`config.mk`:
```
export PLATFORM = sky130hd
export DESIGN_NAME = ucaf_regs
export DESIGN_NICKNAME = d
export VERILOG_FILES = /design/src/rtl/ucaf_pkg.sv /design/src/rtl/ucaf_frame_store.sv /design/src/rtl/ucaf_regs.sv
export VERILOG_INCLUDE_DIRS = /design/src /design/src/rtl
export SDC_FILE = /design/constraint.sdc
export NUM_CORES = 1
export LEC_CHECK = 0
export BUFFER_PORTS_ARGS = -buffer_cell sky130_fd_sc_hd__buf_4
export CAP_MARGIN = 20
export CORE_AREA = 2 2 86 88
export DETAILED_ROUTE_END_ITERATION = 10
export DIE_AREA = 0 0 88 90
export PLACE_DENSITY = 0.76
export SETUP_SLACK_MARGIN = 0.5
export SYNTH_ARGS = -nofsm -noshare
export SYNTH_HDL_FRONTEND = slang
export SYNTH_SLANG_ARGS = --single-unit
```
`constraint.sdc`:
```
create_clock -name core_clk -period 2.53 [get_ports core_clk]
set_input_delay 0.253 -clock core_clk [delete_from_list [all_inputs] [get_ports core_clk]]
set_output_delay 0.253 -clock core_clk [all_outputs]
set_load 0.1 [all_outputs]
```
`src/rtl/ucaf_defines.svh`:
```
// Register offsets, field positions, reset values and timing counts
// Assumes a 10 MHz core clock and APB byte addressing
`ifndef UCAF_DEFINES_SVH
`define UCAF_DEFINES_SVH
`define UCAF_OFF_CONTROL      12'h000
`define UCAF_OFF_ADDRESS      12'h004
`define UCAF_OFF_FRAME_LOW    12'h008
`define UCAF_OFF_FRAME_HIGH   12'h00C
`define UCAF_OFF_MODE         12'h010
`define UCAF_CTL_ENABLE       0
`define UCAF_CTL_PPRST        1
`define UCAF_CTL_RESUME       2
`define UCAF_CTL_HOST_ENABLE       3
`define UCAF_CTL_TOKEN_BUSY_FLAG      5
`define UCAF_ADDR_LSPD        7
`define UCAF_RST_BYTE         8'h00
`define UCAF_SOF_PERIOD_NS    1000000
`define UCAF_CLK_PERIOD_NS    100
`define UCAF_SOF_CYCLES       (`UCAF_SOF_PERIOD_NS / `UCAF_CLK_PERIOD_NS)
`define UCAF_EOP_CYCLES       2
`define UCAF_TOKEN_CYCLES     32
`endif

```
`src/rtl/ucaf_pkg.sv`:
```
// Types shared by the control and frame block
// Assumes the defines header is compiled alongside
package ucaf_pkg;
	typedef enum logic [1:0] {
		UCAF_RES_IDLE = 2'b00,
		UCAF_RES_DRIVE = 2'b01,
		UCAF_RES_EOP = 2'b10
	} ucaf_res_t;
endpackage : ucaf_pkg

```
`src/rtl/ucaf_frame_store.sv`:
```
// Frame number store, loaded on each received start-of-frame
// Assumes a same-clock load strobe
`timescale 1ns/1ps
`default_nettype none
module ucaf_frame_store #(
	parameter int FW = 11
) (
	// Clock and reset
	input  wire logic          core_clk,
	input  wire logic          sys_rst,
	// Load side
	input  wire logic          load,
	input  wire logic [FW-1:0] frame_in,
	// Read side
	output logic      [FW-1:0] frame_q
);
	// Cleared at reset, updated only by the link
	always_ff @(posedge core_clk)
	begin
		if (sys_rst)
			frame_q <= '0;
		else if (load)
			frame_q <= frame_in; // RQ12
	end
endmodule : ucaf_frame_store
`default_nettype wire

```
`src/rtl/ucaf_regs.sv`:
```
// Control, address and frame-number registers of a USB OTG controller
// Assumes an APB master on core_clk and a packet engine on the same clock
// Behaviour
// RQ1: ping-pong reset returns pointers to even bank
// RQ2: device mode bit zero enables the module
// RQ3: host mode bit zero sends SOF each ms
// RQ4: software checks token busy before new token
// RQ5: host enable toggle resets host logic
// RQ6: software holds resume 10 or 25 ms
// RQ7: host resume release appends low-speed EOP
// RQ8: low-speed select sets next token speed
// RQ9: seven-bit address, read-write, resets zero
// RQ10: frame low register shows bits 7:0
// RQ11: frame high register shows bits 10:8
// RQ12: received SOF loads frame registers
// RQ13: unimplemented upper bits read zero
// RQ14: token busy high while token executes
// RQ15: resume bit drives resume signalling
// RQ16: frame registers ignore writes, reset zero
`timescale 1ns/1ps
`default_nettype none
`include "ucaf_defines.svh"
module ucaf_regs #(
	parameter int SOF_CYCLES = `UCAF_SOF_CYCLES,
	parameter int FW         = 11
) (
	// Clock and reset
	input  wire logic          core_clk,
	input  wire logic          sys_rst,
	// APB slave
	input  wire logic          psel,
	input  wire logic          penable,
	input  wire logic          pwrite,
	input  wire logic [11:0]   paddr,
	input  wire logic [31:0]   pwdata,
	output logic      [31:0]   prdata,
	output logic               pready,
	output logic               pslverr,
	// Packet engine side
	input  wire logic          token_start,
	input  wire logic          token_done,
	input  wire logic          sof_rx,
	input  wire logic [FW-1:0] sof_rx_frame,
	// Controls toward the engine
	output logic               module_enable,
	output logic               sof_generation_enable,
	output logic               pingpong_pointer_reset,
	output logic               host_logic_reset,
	output logic               sof_tx,
	output logic [FW-1:0]      sof_tx_frame,
	output logic               resume_drive,
	output logic               ls_eop_drive,
	output logic               low_speed_select,
	output logic [6:0]         device_address_field
);
	// Control register state
	logic          host_mode_r;
	logic          host_enable_r;
	logic          resume_r;
	logic          token_busy_flag;
	// Timers and the resume sequencer
	logic [$clog2(SOF_CYCLES+1)-1:0] sof_cnt_r;
	logic [$clog2(`UCAF_EOP_CYCLES+1)-1:0] eop_cnt_r;
	ucaf_pkg::ucaf_res_t res_state_r;
	logic [FW-1:0] frame_q;
	// Bus decode
	logic          wr_en;
	logic          rd_en;
	logic          ctl_bit0;
	logic          wr_ctl;
	logic          wr_adr;
	logic          wr_mode;

	// Write hit at one offset; the same compare serves the control, address and mode registers
	function automatic logic wr_hit(
		input logic        wr,
		input logic [11:0] a,
		input logic [11:0] off
	);
		return wr && (a == off);
	endfunction : wr_hit

	// Only the five word offsets answer; anything else is an error
	function automatic logic addr_mapped(
		input logic [11:0] a
	);
		return a inside {`UCAF_OFF_CONTROL, `UCAF_OFF_ADDRESS, `UCAF_OFF_FRAME_LOW,
			`UCAF_OFF_FRAME_HIGH, `UCAF_OFF_MODE};
	endfunction : addr_mapped

	// Control byte as software reads it
	function automatic logic [7:0] ctl_byte(
		input logic busy,
		input logic hen,
		input logic res,
		input logic ppr,
		input logic bit0
	);
		return {2'b00, busy, 1'b0, hen, res, ppr, bit0};
	endfunction : ctl_byte

	// Single-cycle access: answer in the access phase, never wait
	assign wr_en = psel && penable && pwrite;
	assign rd_en = psel && !penable && !pwrite;
	assign ctl_bit0 = host_mode_r ? sof_generation_enable : module_enable;

	// Write strobes; the frame pair has none, so writes there are dropped
	assign wr_ctl  = wr_hit(wr_en, paddr, `UCAF_OFF_CONTROL);
	assign wr_adr  = wr_hit(wr_en, paddr, `UCAF_OFF_ADDRESS);
	assign wr_mode = wr_hit(wr_en, paddr, `UCAF_OFF_MODE); // RQ16

	// Frame number register pair, read-only to software
	ucaf_frame_store #(
		.FW (FW)
	) u_frame (
		.core_clk (core_clk),
		.sys_rst  (sys_rst),
		.load     (sof_rx),
		.frame_in (sof_rx_frame),
		.frame_q  (frame_q)
	); // RQ16

	// Bus handshake outputs straight from flops
	always_ff @(posedge core_clk)
	begin
		if (sys_rst)
		begin
			pready  <= 1'b0;
			pslverr <= 1'b0;
		end
		else
		begin
			// Zero wait states: ready follows every setup cycle
			pready  <= psel && !penable;
			// Error rides with ready so the master sees both together
			pslverr <= psel && !penable && !addr_mapped(paddr);
		end
	end

	// Read data prepared in setup so it is valid in access
	always_ff @(posedge core_clk)
	begin
		if (sys_rst)
			prdata <= 32'h0000_0000;
		else if (rd_en)
		begin
			prdata <= 32'h0000_0000; // RQ13
			unique case (paddr)
				`UCAF_OFF_CONTROL:
					prdata[7:0] <= ctl_byte(token_busy_flag, host_enable_r, resume_r,
						pingpong_pointer_reset, ctl_bit0); // RQ14
				`UCAF_OFF_ADDRESS:
					prdata[7:0] <= {low_speed_select, device_address_field}; // RQ9
				`UCAF_OFF_FRAME_LOW:
					prdata[7:0] <= frame_q[7:0]; // RQ10
				`UCAF_OFF_FRAME_HIGH:
					prdata[2:0] <= frame_q[FW-1:8]; // RQ11
				`UCAF_OFF_MODE:
					prdata[0] <= host_mode_r;
				default:
					prdata <= 32'h0000_0000;
			endcase
		end
	end

	// Role select, chosen by software
	// It decides what bit zero of the control register means
	always_ff @(posedge core_clk)
	begin
		if (sys_rst)
			host_mode_r <= 1'b0;
		else if (wr_mode)
			host_mode_r <= pwdata[0];
	end

	// Bit zero means enable in device mode, SOF enable in host mode
	// The unselected role's bit keeps its value until that role returns
	always_ff @(posedge core_clk)
	begin
		if (sys_rst)
		begin
			module_enable         <= 1'b0;
			sof_generation_enable <= 1'b0;
		end
		else if (wr_ctl)
		begin
			if (host_mode_r)
				sof_generation_enable <= pwdata[`UCAF_CTL_ENABLE]; // RQ3
			else
				module_enable <= pwdata[`UCAF_CTL_ENABLE]; // RQ2
		end
	end

	// Ping-pong reset level, held while software keeps it set
	// A level, not a pulse: pointers stay even until it is cleared
	always_ff @(posedge core_clk)
	begin
		if (sys_rst)
			pingpong_pointer_reset <= 1'b0;
		else if (wr_ctl)
			pingpong_pointer_reset <= pwdata[`UCAF_CTL_PPRST]; // RQ1
	end

	// Host enable; any change pulses the host logic reset
	always_ff @(posedge core_clk)
	begin
		if (sys_rst)
		begin
			host_enable_r    <= 1'b0;
			host_logic_reset <= 1'b0;
		end
		else
		begin
			host_logic_reset <= 1'b0;
			// Old value compared, so rewriting the same bit stays quiet
			if (wr_ctl)
			begin
				host_enable_r    <= pwdata[`UCAF_CTL_HOST_ENABLE];
				host_logic_reset <= pwdata[`UCAF_CTL_HOST_ENABLE] != host_enable_r; // RQ5
			end
		end
	end

	// Resume bit; software owns its duration
	// No timer here: a short hold gives a short resume on the bus
	always_ff @(posedge core_clk)
	begin
		if (sys_rst)
			resume_r <= 1'b0;
		else if (wr_ctl)
			resume_r <= pwdata[`UCAF_CTL_RESUME]; // RQ6
	end

	// Resume drive, then low-speed EOP on release in host mode
	always_ff @(posedge core_clk)
	begin
		if (sys_rst)
		begin
			res_state_r  <= ucaf_pkg::UCAF_RES_IDLE;
			eop_cnt_r    <= '0;
			resume_drive <= 1'b0;
			ls_eop_drive <= 1'b0;
		end
		else
		begin
			unique case (res_state_r)
				// Waiting for software to raise resume
				ucaf_pkg::UCAF_RES_IDLE:
				begin
					if (resume_r)
					begin
						res_state_r  <= ucaf_pkg::UCAF_RES_DRIVE;
						resume_drive <= 1'b1; // RQ15
					end
				end
				// Driving resume until software lets go
				ucaf_pkg::UCAF_RES_DRIVE:
				begin
					if (!resume_r)
					begin
						resume_drive <= 1'b0; // RQ15
						if (host_mode_r)
						begin
							res_state_r  <= ucaf_pkg::UCAF_RES_EOP;
							ls_eop_drive <= 1'b1; // RQ7
							eop_cnt_r    <= '0;
						end
						else
							res_state_r <= ucaf_pkg::UCAF_RES_IDLE;
					end
				end
				// Fixed low-speed tail; resume requests wait until it ends
				ucaf_pkg::UCAF_RES_EOP:
				begin
					eop_cnt_r <= eop_cnt_r + 1'b1;
					if (eop_cnt_r == ($bits(eop_cnt_r))'(`UCAF_EOP_CYCLES - 1))
					begin
						ls_eop_drive <= 1'b0;
						res_state_r  <= ucaf_pkg::UCAF_RES_IDLE;
					end
				end
				default:
					res_state_r <= ucaf_pkg::UCAF_RES_IDLE;
			endcase
		end
	end

	// Address and low-speed select
	// Speed choice is a level the engine reads when the next token starts
	always_ff @(posedge core_clk)
	begin
		if (sys_rst)
		begin
			device_address_field <= 7'h00; // RQ9
			low_speed_select     <= 1'b0;
		end
		else if (wr_adr)
		begin
			device_address_field <= pwdata[6:0]; // RQ9
			low_speed_select     <= pwdata[`UCAF_ADDR_LSPD]; // RQ8
		end
	end

	// Token busy: start wins over done in the same cycle
	// Leaving host mode or a host reset drops a token in flight
	always_ff @(posedge core_clk)
	begin
		if (sys_rst || host_logic_reset || !host_mode_r)
			token_busy_flag <= 1'b0;
		else if (token_start)
			token_busy_flag <= 1'b1; // RQ14
		else if (token_done)
			token_busy_flag <= 1'b0; // RQ14
	end

	// SOF timer; one token per 1 ms while enabled in host mode
	// Restarts whenever generation is off, so the first SOF is a full period late
	// Period is a parameter; the default assumes the 10 MHz core clock
	always_ff @(posedge core_clk)
	begin
		if (sys_rst || host_logic_reset || !(host_mode_r && sof_generation_enable))
		begin
			sof_cnt_r    <= '0;
			sof_tx       <= 1'b0;
		end
		else if (sof_cnt_r == ($bits(sof_cnt_r))'(SOF_CYCLES - 1))
		begin
			sof_cnt_r <= '0;
			sof_tx    <= 1'b1; // RQ3
		end
		else
		begin
			sof_cnt_r <= sof_cnt_r + 1'b1;
			sof_tx    <= 1'b0;
		end
	end

	// Frame number sent with each generated SOF
	// Wraps at the frame width, as the bus frame count does
	always_ff @(posedge core_clk)
	begin
		if (sys_rst || host_logic_reset)
			sof_tx_frame <= '0;
		else if (sof_tx)
			sof_tx_frame <= sof_tx_frame + 1'b1;
	end
endmodule : ucaf_regs
`default_nettype wire

```
==> flow_metrics.py, run 1 <==
metrics = {
    "outcome": {
        "outcome": "completed",
    },
    "cts": {
        "cts_resized": 0,
        "postCtsHoldBufs": 0,
        "clk-insertion-delay-late_ps": 350,
        "cts_setup_buffers": 0,
        "cts_buffers": 9,
        "clkSinkCount": 69,
        "cts_root_buffer": "clkbuf_8",
        "cts.clk_slew.worst_paths_ps": 80,
        "cts_tree": "built",
        "cts_max_level": 3,
        "cts.path.max_buffers": 2,
    },
    "die": {
        "initial_core_util_pct": 44.1,
        "io_pins": 123,
        "coreArea_um2": 7020,
        "die_h_um": 90,
        "die_x_um": 88,
        "die_area_um2": 7920,
        "rows": 31,
    },
    "critical_path": {
        "rr_endpoint": "sof_cnt_r[3]$_SDFF_PP0_",
        "cp_max_fo": 14,
        "crit_type": "reg2reg",
        "r2r_start": "sof_cnt_r[0]$_SDFF_PP0_",
        "arrival_ps": 2030,
        "slowest_stage": "or4_4",
        "critPathTopFamily": "simple AND/OR/NAND/NOR gates",
        "cp-start-kind": "flip-flop",
        "worstPathCellList": "ha_1, nand3_1, or4_4, nand2b_4, nor2_1",
        "cp.depth": 5,
        "crit_required_ps": 2760,
        "cp.buffers_inverters": 0,
        "worst-r2r-cell-count": 5,
        "rrSetupSlack_ps": 730,
        "end_kind": "flip-flop",
        "cpPeakStageDelay_ps": 620,
    },
    "timing": {
        "slew_headroom_pct": 56.8,
        "max_freq_ghz": 0.556,
        "hold_ws_ps": 119,
        "final-hold-violation-count": 0,
        "fin_setup_tns_ps": 0,
        "period_needed_ps": 1800,
        "setup_viol": 0,
        "slew_viol_final": 0,
        "grt_setup_unrepaired": "no",
        "max_slew.worst_pin.slew_ps": 644,
        "period_share_pct": 71.1,
        "skew_ps": 8.25,
    },
    "cells_and_area": {
        "nNetsFinal": 483,
        "fill_cells": 630,
        "regArea_um2": 1380,
        "drive_gt1_share_pct": 23.7,
        "instances_no_fill": 521,
        "antenna_cells": 0,
        "multi_input_area_um2": 1520,
        "area_growth_pct": 23.5,
    },
    "route": {
        "post_drt_wl_per_cell_um": 13.5,
        "drcViolationCount": 0,
        "ant_nets": 0,
        "first_iter_violations": 128,
        "viasPerCell": 4.93,
        "drt-total-wl_um": 7020,
        "first_pass_iters": 5,
        "vias": 2567,
    },
    "logic_synthesis": {
        "seq_area_frac_synth_pct": 44.6,
        "yosysMostFrequentCell": "dfxtp_1",
        "yosysTopAreaCell": "dfxtp_1",
        "synth_area_per_cell_um2": 8.98,
        "synth_seq_cells": 69,
        "syn_area_um2": 3100,
        "yosys_most_used_dff": "dfxtp_1",
        "synth_area_leaders": "dfxtp_1 (45%), buf_4 (6.1%), mux2i_1 (5.8%), nor2_1 (5.7%), xnor2_1 (4.0%)",
        "synth_common_cells": "dfxtp_1 (69), nor2_1 (47), buf_4 (25)",
        "synth_top_cell_area_share_pct": 44.6,
        "syn_inst": 345,
        "synth_edf_count": 0,
        "async_flop_share_pct": 0,
        "yosysUniqueCellTypes": 43,
        "ys_warn_count": 0,
    },
    "min_path": {
        "hold_path.startpoint": "penable",
        "worstHoldEndpoint": "pready$_SDFF_PP0_",
        "min-delay-path-class": "in2reg",
        "holdPathStages": 2,
    },
    "flow_run": {
        "max-cap-violations": 0,
    },
    "global_routing": {
        "grt_max_degree": 39,
        "grt_pass1_wl_um": 11300,
        "overflow": 0,
        "antenna_found_initial": 0,
        "grt_pass1_vias": 2433,
        "grt_util_all_layers_pct": 18.1,
    },
    "power_and_ir_drop": {
        "leakage_nw": 1.55,
        "ir_worst_vdd_v": 0.000280,
        "p_per_area_nw_per_um2": 598,
        "power.total_mw": 2.29,
    },
    "placement": {
        "port_buffers": 74,
        "dp_cells": 505,
        "routabilityCongestion": 0.794,
        "place.detailed.hpwl_um": 5090,
    },
}
## stage by stage
stage	setup slack [ps]	instance area, um^2	utilization [%]
after floorplan	519	3190	-
after global placement	630	3630	51.6
after detailed placement	597	3630	51.6
after CTS	711	3820	54.5
after global routing	591	3820	54.5
final	732	3820	54.5
## registers in the layout (all words and copies together), names as in the netlist, 2 cells and up
register              cells
prdata                    8
device_address_field      7
res_state_r               2
sof_cnt_r                14
eop_cnt_r                 2
sof_tx_frame             11
u_frame.frame_q          11
## cells in the final DEF, fill, tap and decap left out, drive strengths merged, types with 2 or more instances in the layout
cell type,netlist,routed
or3,3,3
and3,2,2
dfxtp,69,69
nand4,9,9
a21oi,17,17
clkbuf,7,9
nand2b,5,5
nand2,15,15
or2,2,2
xor2,7,7
nand3,18,18
ha,3,3
o21ai,19,19
nor2b,6,6
buf,29,74
mux2i,18,18
nor3,11,11
o31ai,2,2
clkinv,0,5
inv,11,12
xnor2,14,14
nor3b,3,3
a22o,8,8
nor4,4,4
conb,1,24
mux4,2,2
nor2,47,47
## report_power, final
group | internal, mW | switching (mW) | total (mW)
sequential | 1.10 | 0.00566 | 1.10
clock | 0.460 | 0.438 | 0.898
combinational | 0.0625 | 0.223 | 0.286
total | 1.62 | 0.667 | 2.29
## how the worst max path moves through the flow
stage	from	to	slack, ps
2_1_floorplan	sof_tx$_SDFF_PP0_	sof_tx_frame[10]$_SDFFE_PP0P_	520
3_3_place_gp	paddr[9]	prdata[7]$_SDFFE_PP0P_	630
3_5_place_dp	paddr[9]	prdata[7]$_SDFFE_PP0P_	600
4_1_cts	sof_cnt_r[0]$_SDFF_PP0_	sof_cnt_r[3]$_SDFF_PP0_	710
5_1_grt	sof_cnt_r[0]$_SDFF_PP0_	sof_cnt_r[13]$_SDFF_PP0_	590
6_report	sof_cnt_r[0]$_SDFF_PP0_	sof_cnt_r[3]$_SDFF_PP0_	730
## worst reg2reg max path: stages, from the launching register on
cell and delay, ps:
dfxtp_1 390, ha_1 200, nand3_1 220, or4_4 620
nand2b_4 170, nor2_1 80
## area by class of cell
| type | instances | area share, % |
|---|---|---|
| multi-input cells | 252 | 39.8 |
| flip-flops and latches | 69 | 36.2 |
| repair buffers | 74 | 14.5 |
| clock buffers | 9 | 3.24 |
| well taps | 99 | 3.24 |
| clock inverters | 7 | 1.96 |
| inverters | 11 | 1.08 |
## cell families (layout without fill, tap and decap cells)
family | Yosys count | count (layout) | synth area share, %
xor gates and xnor gates | 21 | 21 | 5.94
DFF | 69 | 69 | 44.6
muxes | 21 | 21 | 7.63
AOI/OAI and AO/OA | 52 | 52 | 10.0
buffers and inverters | 47 | 101 | 9.09
other | 1 | 24 | 0.121
adders and majority gates | 3 | 3 | 1.21
and+or+nand+nor | 131 | 131 | 21.4
## layer usage
metal,track usage (%),share of wire (%)
met4,8.33,2.5
met1,22.4,44
met3,4.22,5.2
met5,0,0
met2,29.3,48
No activity file was read; power rests on OpenSTA's default activity.
==> run 2, diff against run 1 <==
--- a/config.mk
+++ b/config.mk
@@ -6,11 +6,12 @@
 export SDC_FILE = /design/constraint.sdc
 export NUM_CORES = 1
 export LEC_CHECK = 0
+export ABC_AREA = 1
 export BUFFER_PORTS_ARGS = -buffer_cell sky130_fd_sc_hd__buf_4
 export CAP_MARGIN = 20
-export CORE_AREA = 2 2 86 88
+export CORE_AREA = 2 2 90 92
 export DETAILED_ROUTE_END_ITERATION = 10
-export DIE_AREA = 0 0 88 90
+export DIE_AREA = 0 0 92 94
 export PLACE_DENSITY = 0.76
 export SETUP_SLACK_MARGIN = 0.5
 export SYNTH_ARGS = -nofsm -noshare
==> constraint.sdc (replaced) <==
create_clock -name core_clk -period 1.45 [get_ports core_clk]
set_input_delay 0.145 -clock core_clk [delete_from_list [all_inputs] [get_ports core_clk]]
set_output_delay 0.145 -clock core_clk [all_outputs]
set_load 0.1 [all_outputs]
==> flow_metrics.py, run 2 <==
metrics = {
    "cells_and_area": {
        "final_util_pct": 73.6,
        "nNetsFinal": 645,
        "antenna_cells": 0,
        "layout_commonest_cell": "buf_4",
        "largest_register": "sof_cnt_r",
        "drive_gt1_share_pct": 54.3,
        "finalInstanceArea_um2": 5600,
        "area_growth_pct": 72.0,
        "largest_register_ffs": 14,
        "top_regs": "sof_cnt_r x14, sof_tx_frame x11, u_frame.frame_q x11",
        "final_cell_mix": "buf_4 (70), nand2_1 (54), nor2_1 (54)",
        "instances_no_fill": 686,
    },
    "route": {
        "ant_nets": 0,
        "post_drt_wl_per_cell_um": 14.7,
        "drcViolationCount": 0,
        "drt-total-wl_um": 10100,
        "vias": 3418,
        "viasPerCell": 4.98,
        "first_pass_iters": 4,
        "first_iter_violations": 162,
    },
    "logic_synthesis": {
        "synth_common_cells": "nor2_1 (72), dfxtp_1 (69), nand2_1 (67)",
        "synth_area_leaders": "dfxtp_1 (42%), nor2_1 (8.3%), nand2_1 (7.7%), buf_4 (6.0%), inv_1 (5.1%)",
        "synth_area_per_cell_um2": 7.28,
        "syn_inst": 447,
        "synth_seq_cells": 69,
        "ys_warn_count": 0,
        "yosys_most_used_dff": "dfxtp_1",
        "syn_area_um2": 3260,
        "yosysUniqueCellTypes": 32,
        "yosysTopAreaCell": "dfxtp_1",
        "synth_top_cell_area_share_pct": 42.4,
        "async_flop_share_pct": 0,
        "synth_edf_count": 0,
        "seq_area_frac_synth_pct": 42.4,
        "yosysMostFrequentCell": "nor2_1",
    },
    "cts": {
        "clk-insertion-delay-late_ps": 350,
        "clkSinkCount": 69,
        "cts_max_level": 3,
        "cts_buffers": 9,
        "cts.clk_slew.worst_paths_ps": 80,
        "cts_tree": "built",
        "cts_root_buffer": "clkbuf_8",
        "cts.path.max_buffers": 2,
    },
    "placement": {
        "dp_cells": 627,
        "routabilityCongestion": 0.786,
        "place.detailed.hpwl_um": 5720,
        "dpl_cell_area_um2": 4150,
        "place_ws_ps": 29.3,
        "port_buffers": 74,
    },
    "die": {
        "die_h_um": 94,
        "die_area_um2": 8650,
        "rows": 32,
        "io_pins": 123,
        "coreArea_um2": 7610,
        "die_x_um": 92,
        "initial_core_util_pct": 42.8,
    },
    "critical_path": {
        "cp-endpoint": "sof_cnt_r[11]$_SDFF_PP0_",
        "crit_required_ps": 1740,
        "rrSetupSlack_ps": 90,
        "worst-r2r-cell-count": 8,
        "crit_type": "reg2reg",
        "cp_max_fo": 4,
        "arrival_ps": 1650,
        "worstSetupStartpoint": "sof_cnt_r[5]$_SDFF_PP0_",
        "rr_endpoint": "sof_cnt_r[11]$_SDFF_PP0_",
        "end_kind": "flip-flop",
        "r2r_start": "sof_cnt_r[5]$_SDFF_PP0_",
        "cp-start-kind": "flip-flop",
    },
    "power_and_ir_drop": {
        "swShare_pct": 30.8,
        "p_per_area_nw_per_um2": 726,
        "p_clk_share_pct": 39.6,
        "power.total_mw": 4.06,
        "seq_power_share_pct": 46.4,
        "ir_worst_vdd_v": 0.000569,
        "p_switching_mw": 1.25,
        "power.internal_mw": 2.81,
        "p_comb_share_pct": 14.1,
        "leakage_nw": 2.28,
    },
    "min_path": {
        "min-delay-path-class": "in2reg",
        "hold_path.startpoint": "sof_rx_frame[10]",
    },
    "timing": {
        "slew_viol_final": 0,
        "hold_ws_ps": 12.8,
        "grt_setup_unrepaired": "yes",
        "final-hold-violation-count": 0,
        "max_freq_ghz": 0.734,
        "fin_setup_tns_ps": 0,
        "fin_ws_ps": 87.9,
        "period_share_pct": 93.9,
        "period_needed_ps": 1360,
        "skew_ps": 4.27,
        "setup_viol": 0,
    },
    "global_routing": {
        "gr-max-usage-layer": "met2",
        "antenna_found_initial": 0,
        "gr-usage-met3_pct": 4.90,
        "grt_pass1_wl_um": 14400,
        "grt_max_degree": 18,
        "met1_usage_pct": 23.8,
        "overflow": 0,
        "met2_usage_pct": 38.1,
        "grt_pass1_vias": 3147,
        "grt_util_all_layers_pct": 21.1,
    },
    "flow_run": {
        "max-cap-violations": 0,
    },
    "outcome": {
        "outcome": "completed",
    },
}
==> run 2: changes by cell type after synthesis, sizes merged, moves of 4 or more <==
cell,previous run,this run
nor2b,6,0
nand3,18,33
xnor2,14,0
nand2b,5,0
a21oi,17,31
clkbuf,7,3
inv,11,50
mux2i,18,0
o21ai,19,39
nand4,9,3
nor2,47,85
nand2,15,71
a22o,8,0
==> run 2: routing by layer <==
layer	vias to the layer above	part of all wire, %
li1	1666	-
met1	1593	38
met2	131	53
met3	28	6.3
met4	0	2.8
met5	-	0
==> run 2: layout make-up <==
type | instances | area [um^2]
Fill cell | 521 | 2010
Sequential cell | 69 | 1500
Clock buffer | 9 | 124
Clock inverter | 7 | 73.8
Tap cell | 102 | 128
Timing Repair Buffer | 131 | 1540
Inverter | 50 | 198
Multi-Input combinational cell | 318 | 2040
==> run 2: kinds of logic (layout without fill, tap and decap cells) <==
group	after synthesis	after routing	share of synthesized area, %
and+or+nand+nor	211	211	30.2
buffers and inverters	83	197	12.6
AOI/OAI and AO/OA	75	75	12.1
DFF	69	69	42.4
xor gates and xnor gates	5	5	1.35
adders and majority gates	3	3	1.15
other	1	24	0.115
==> run 2: power groups by stage <==
| stage | registers (mW) | logic (mW) | clock network, mW |
|---|---|---|---|
| floorplan | 1.96 | 0.425 | 0 |
| global placement | 1.94 | 0.526 | 0 |
| detailed placement | 1.94 | 0.531 | 0 |
| CTS | 1.89 | 0.545 | 1.61 |
| global route | 1.89 | 0.598 | 1.72 |
| finish | 1.88 | 0.572 | 1.61 |
==> run 2: what timing repair did <==
| item | in CTS | in global routing |
|---|---|---|
| gates resized for setup | 155 | 83 |
| pin swaps | 18 | 53 |
| setup buffers | 26 | 16 |
| endpoints found under the setup margin | 62 | 85 |
| hold buffers | 1 | 0 |
| endpoints found under the hold margin | 1 | 0 |
==> run 2: how the worst min path moves through the flow <==
stage	end	slack (ps)	cells after the start
global placement	host_logic_reset$_SDFF_PP0_	360	2
global route	u_frame.frame_q[7]$_SDFFE_PP0P_	20	3
CTS	u_frame.frame_q[10]$_SDFFE_PP0P_	4	3
floorplan	host_logic_reset$_SDFF_PP0_	220	1
finish	u_frame.frame_q[10]$_SDFFE_PP0P_	10	3
detailed placement	host_logic_reset$_SDFF_PP0_	360	2
==> run 2: critical path, stage by stage, from the launching register on <==
cell     delay (ps)
dfxtp_1         400
nand2_1         180
nor2_1          160
nand2_1          80
inv_2            80
nand3_2         110
nor2_2          140
nor2_1           60
nor2_1          100
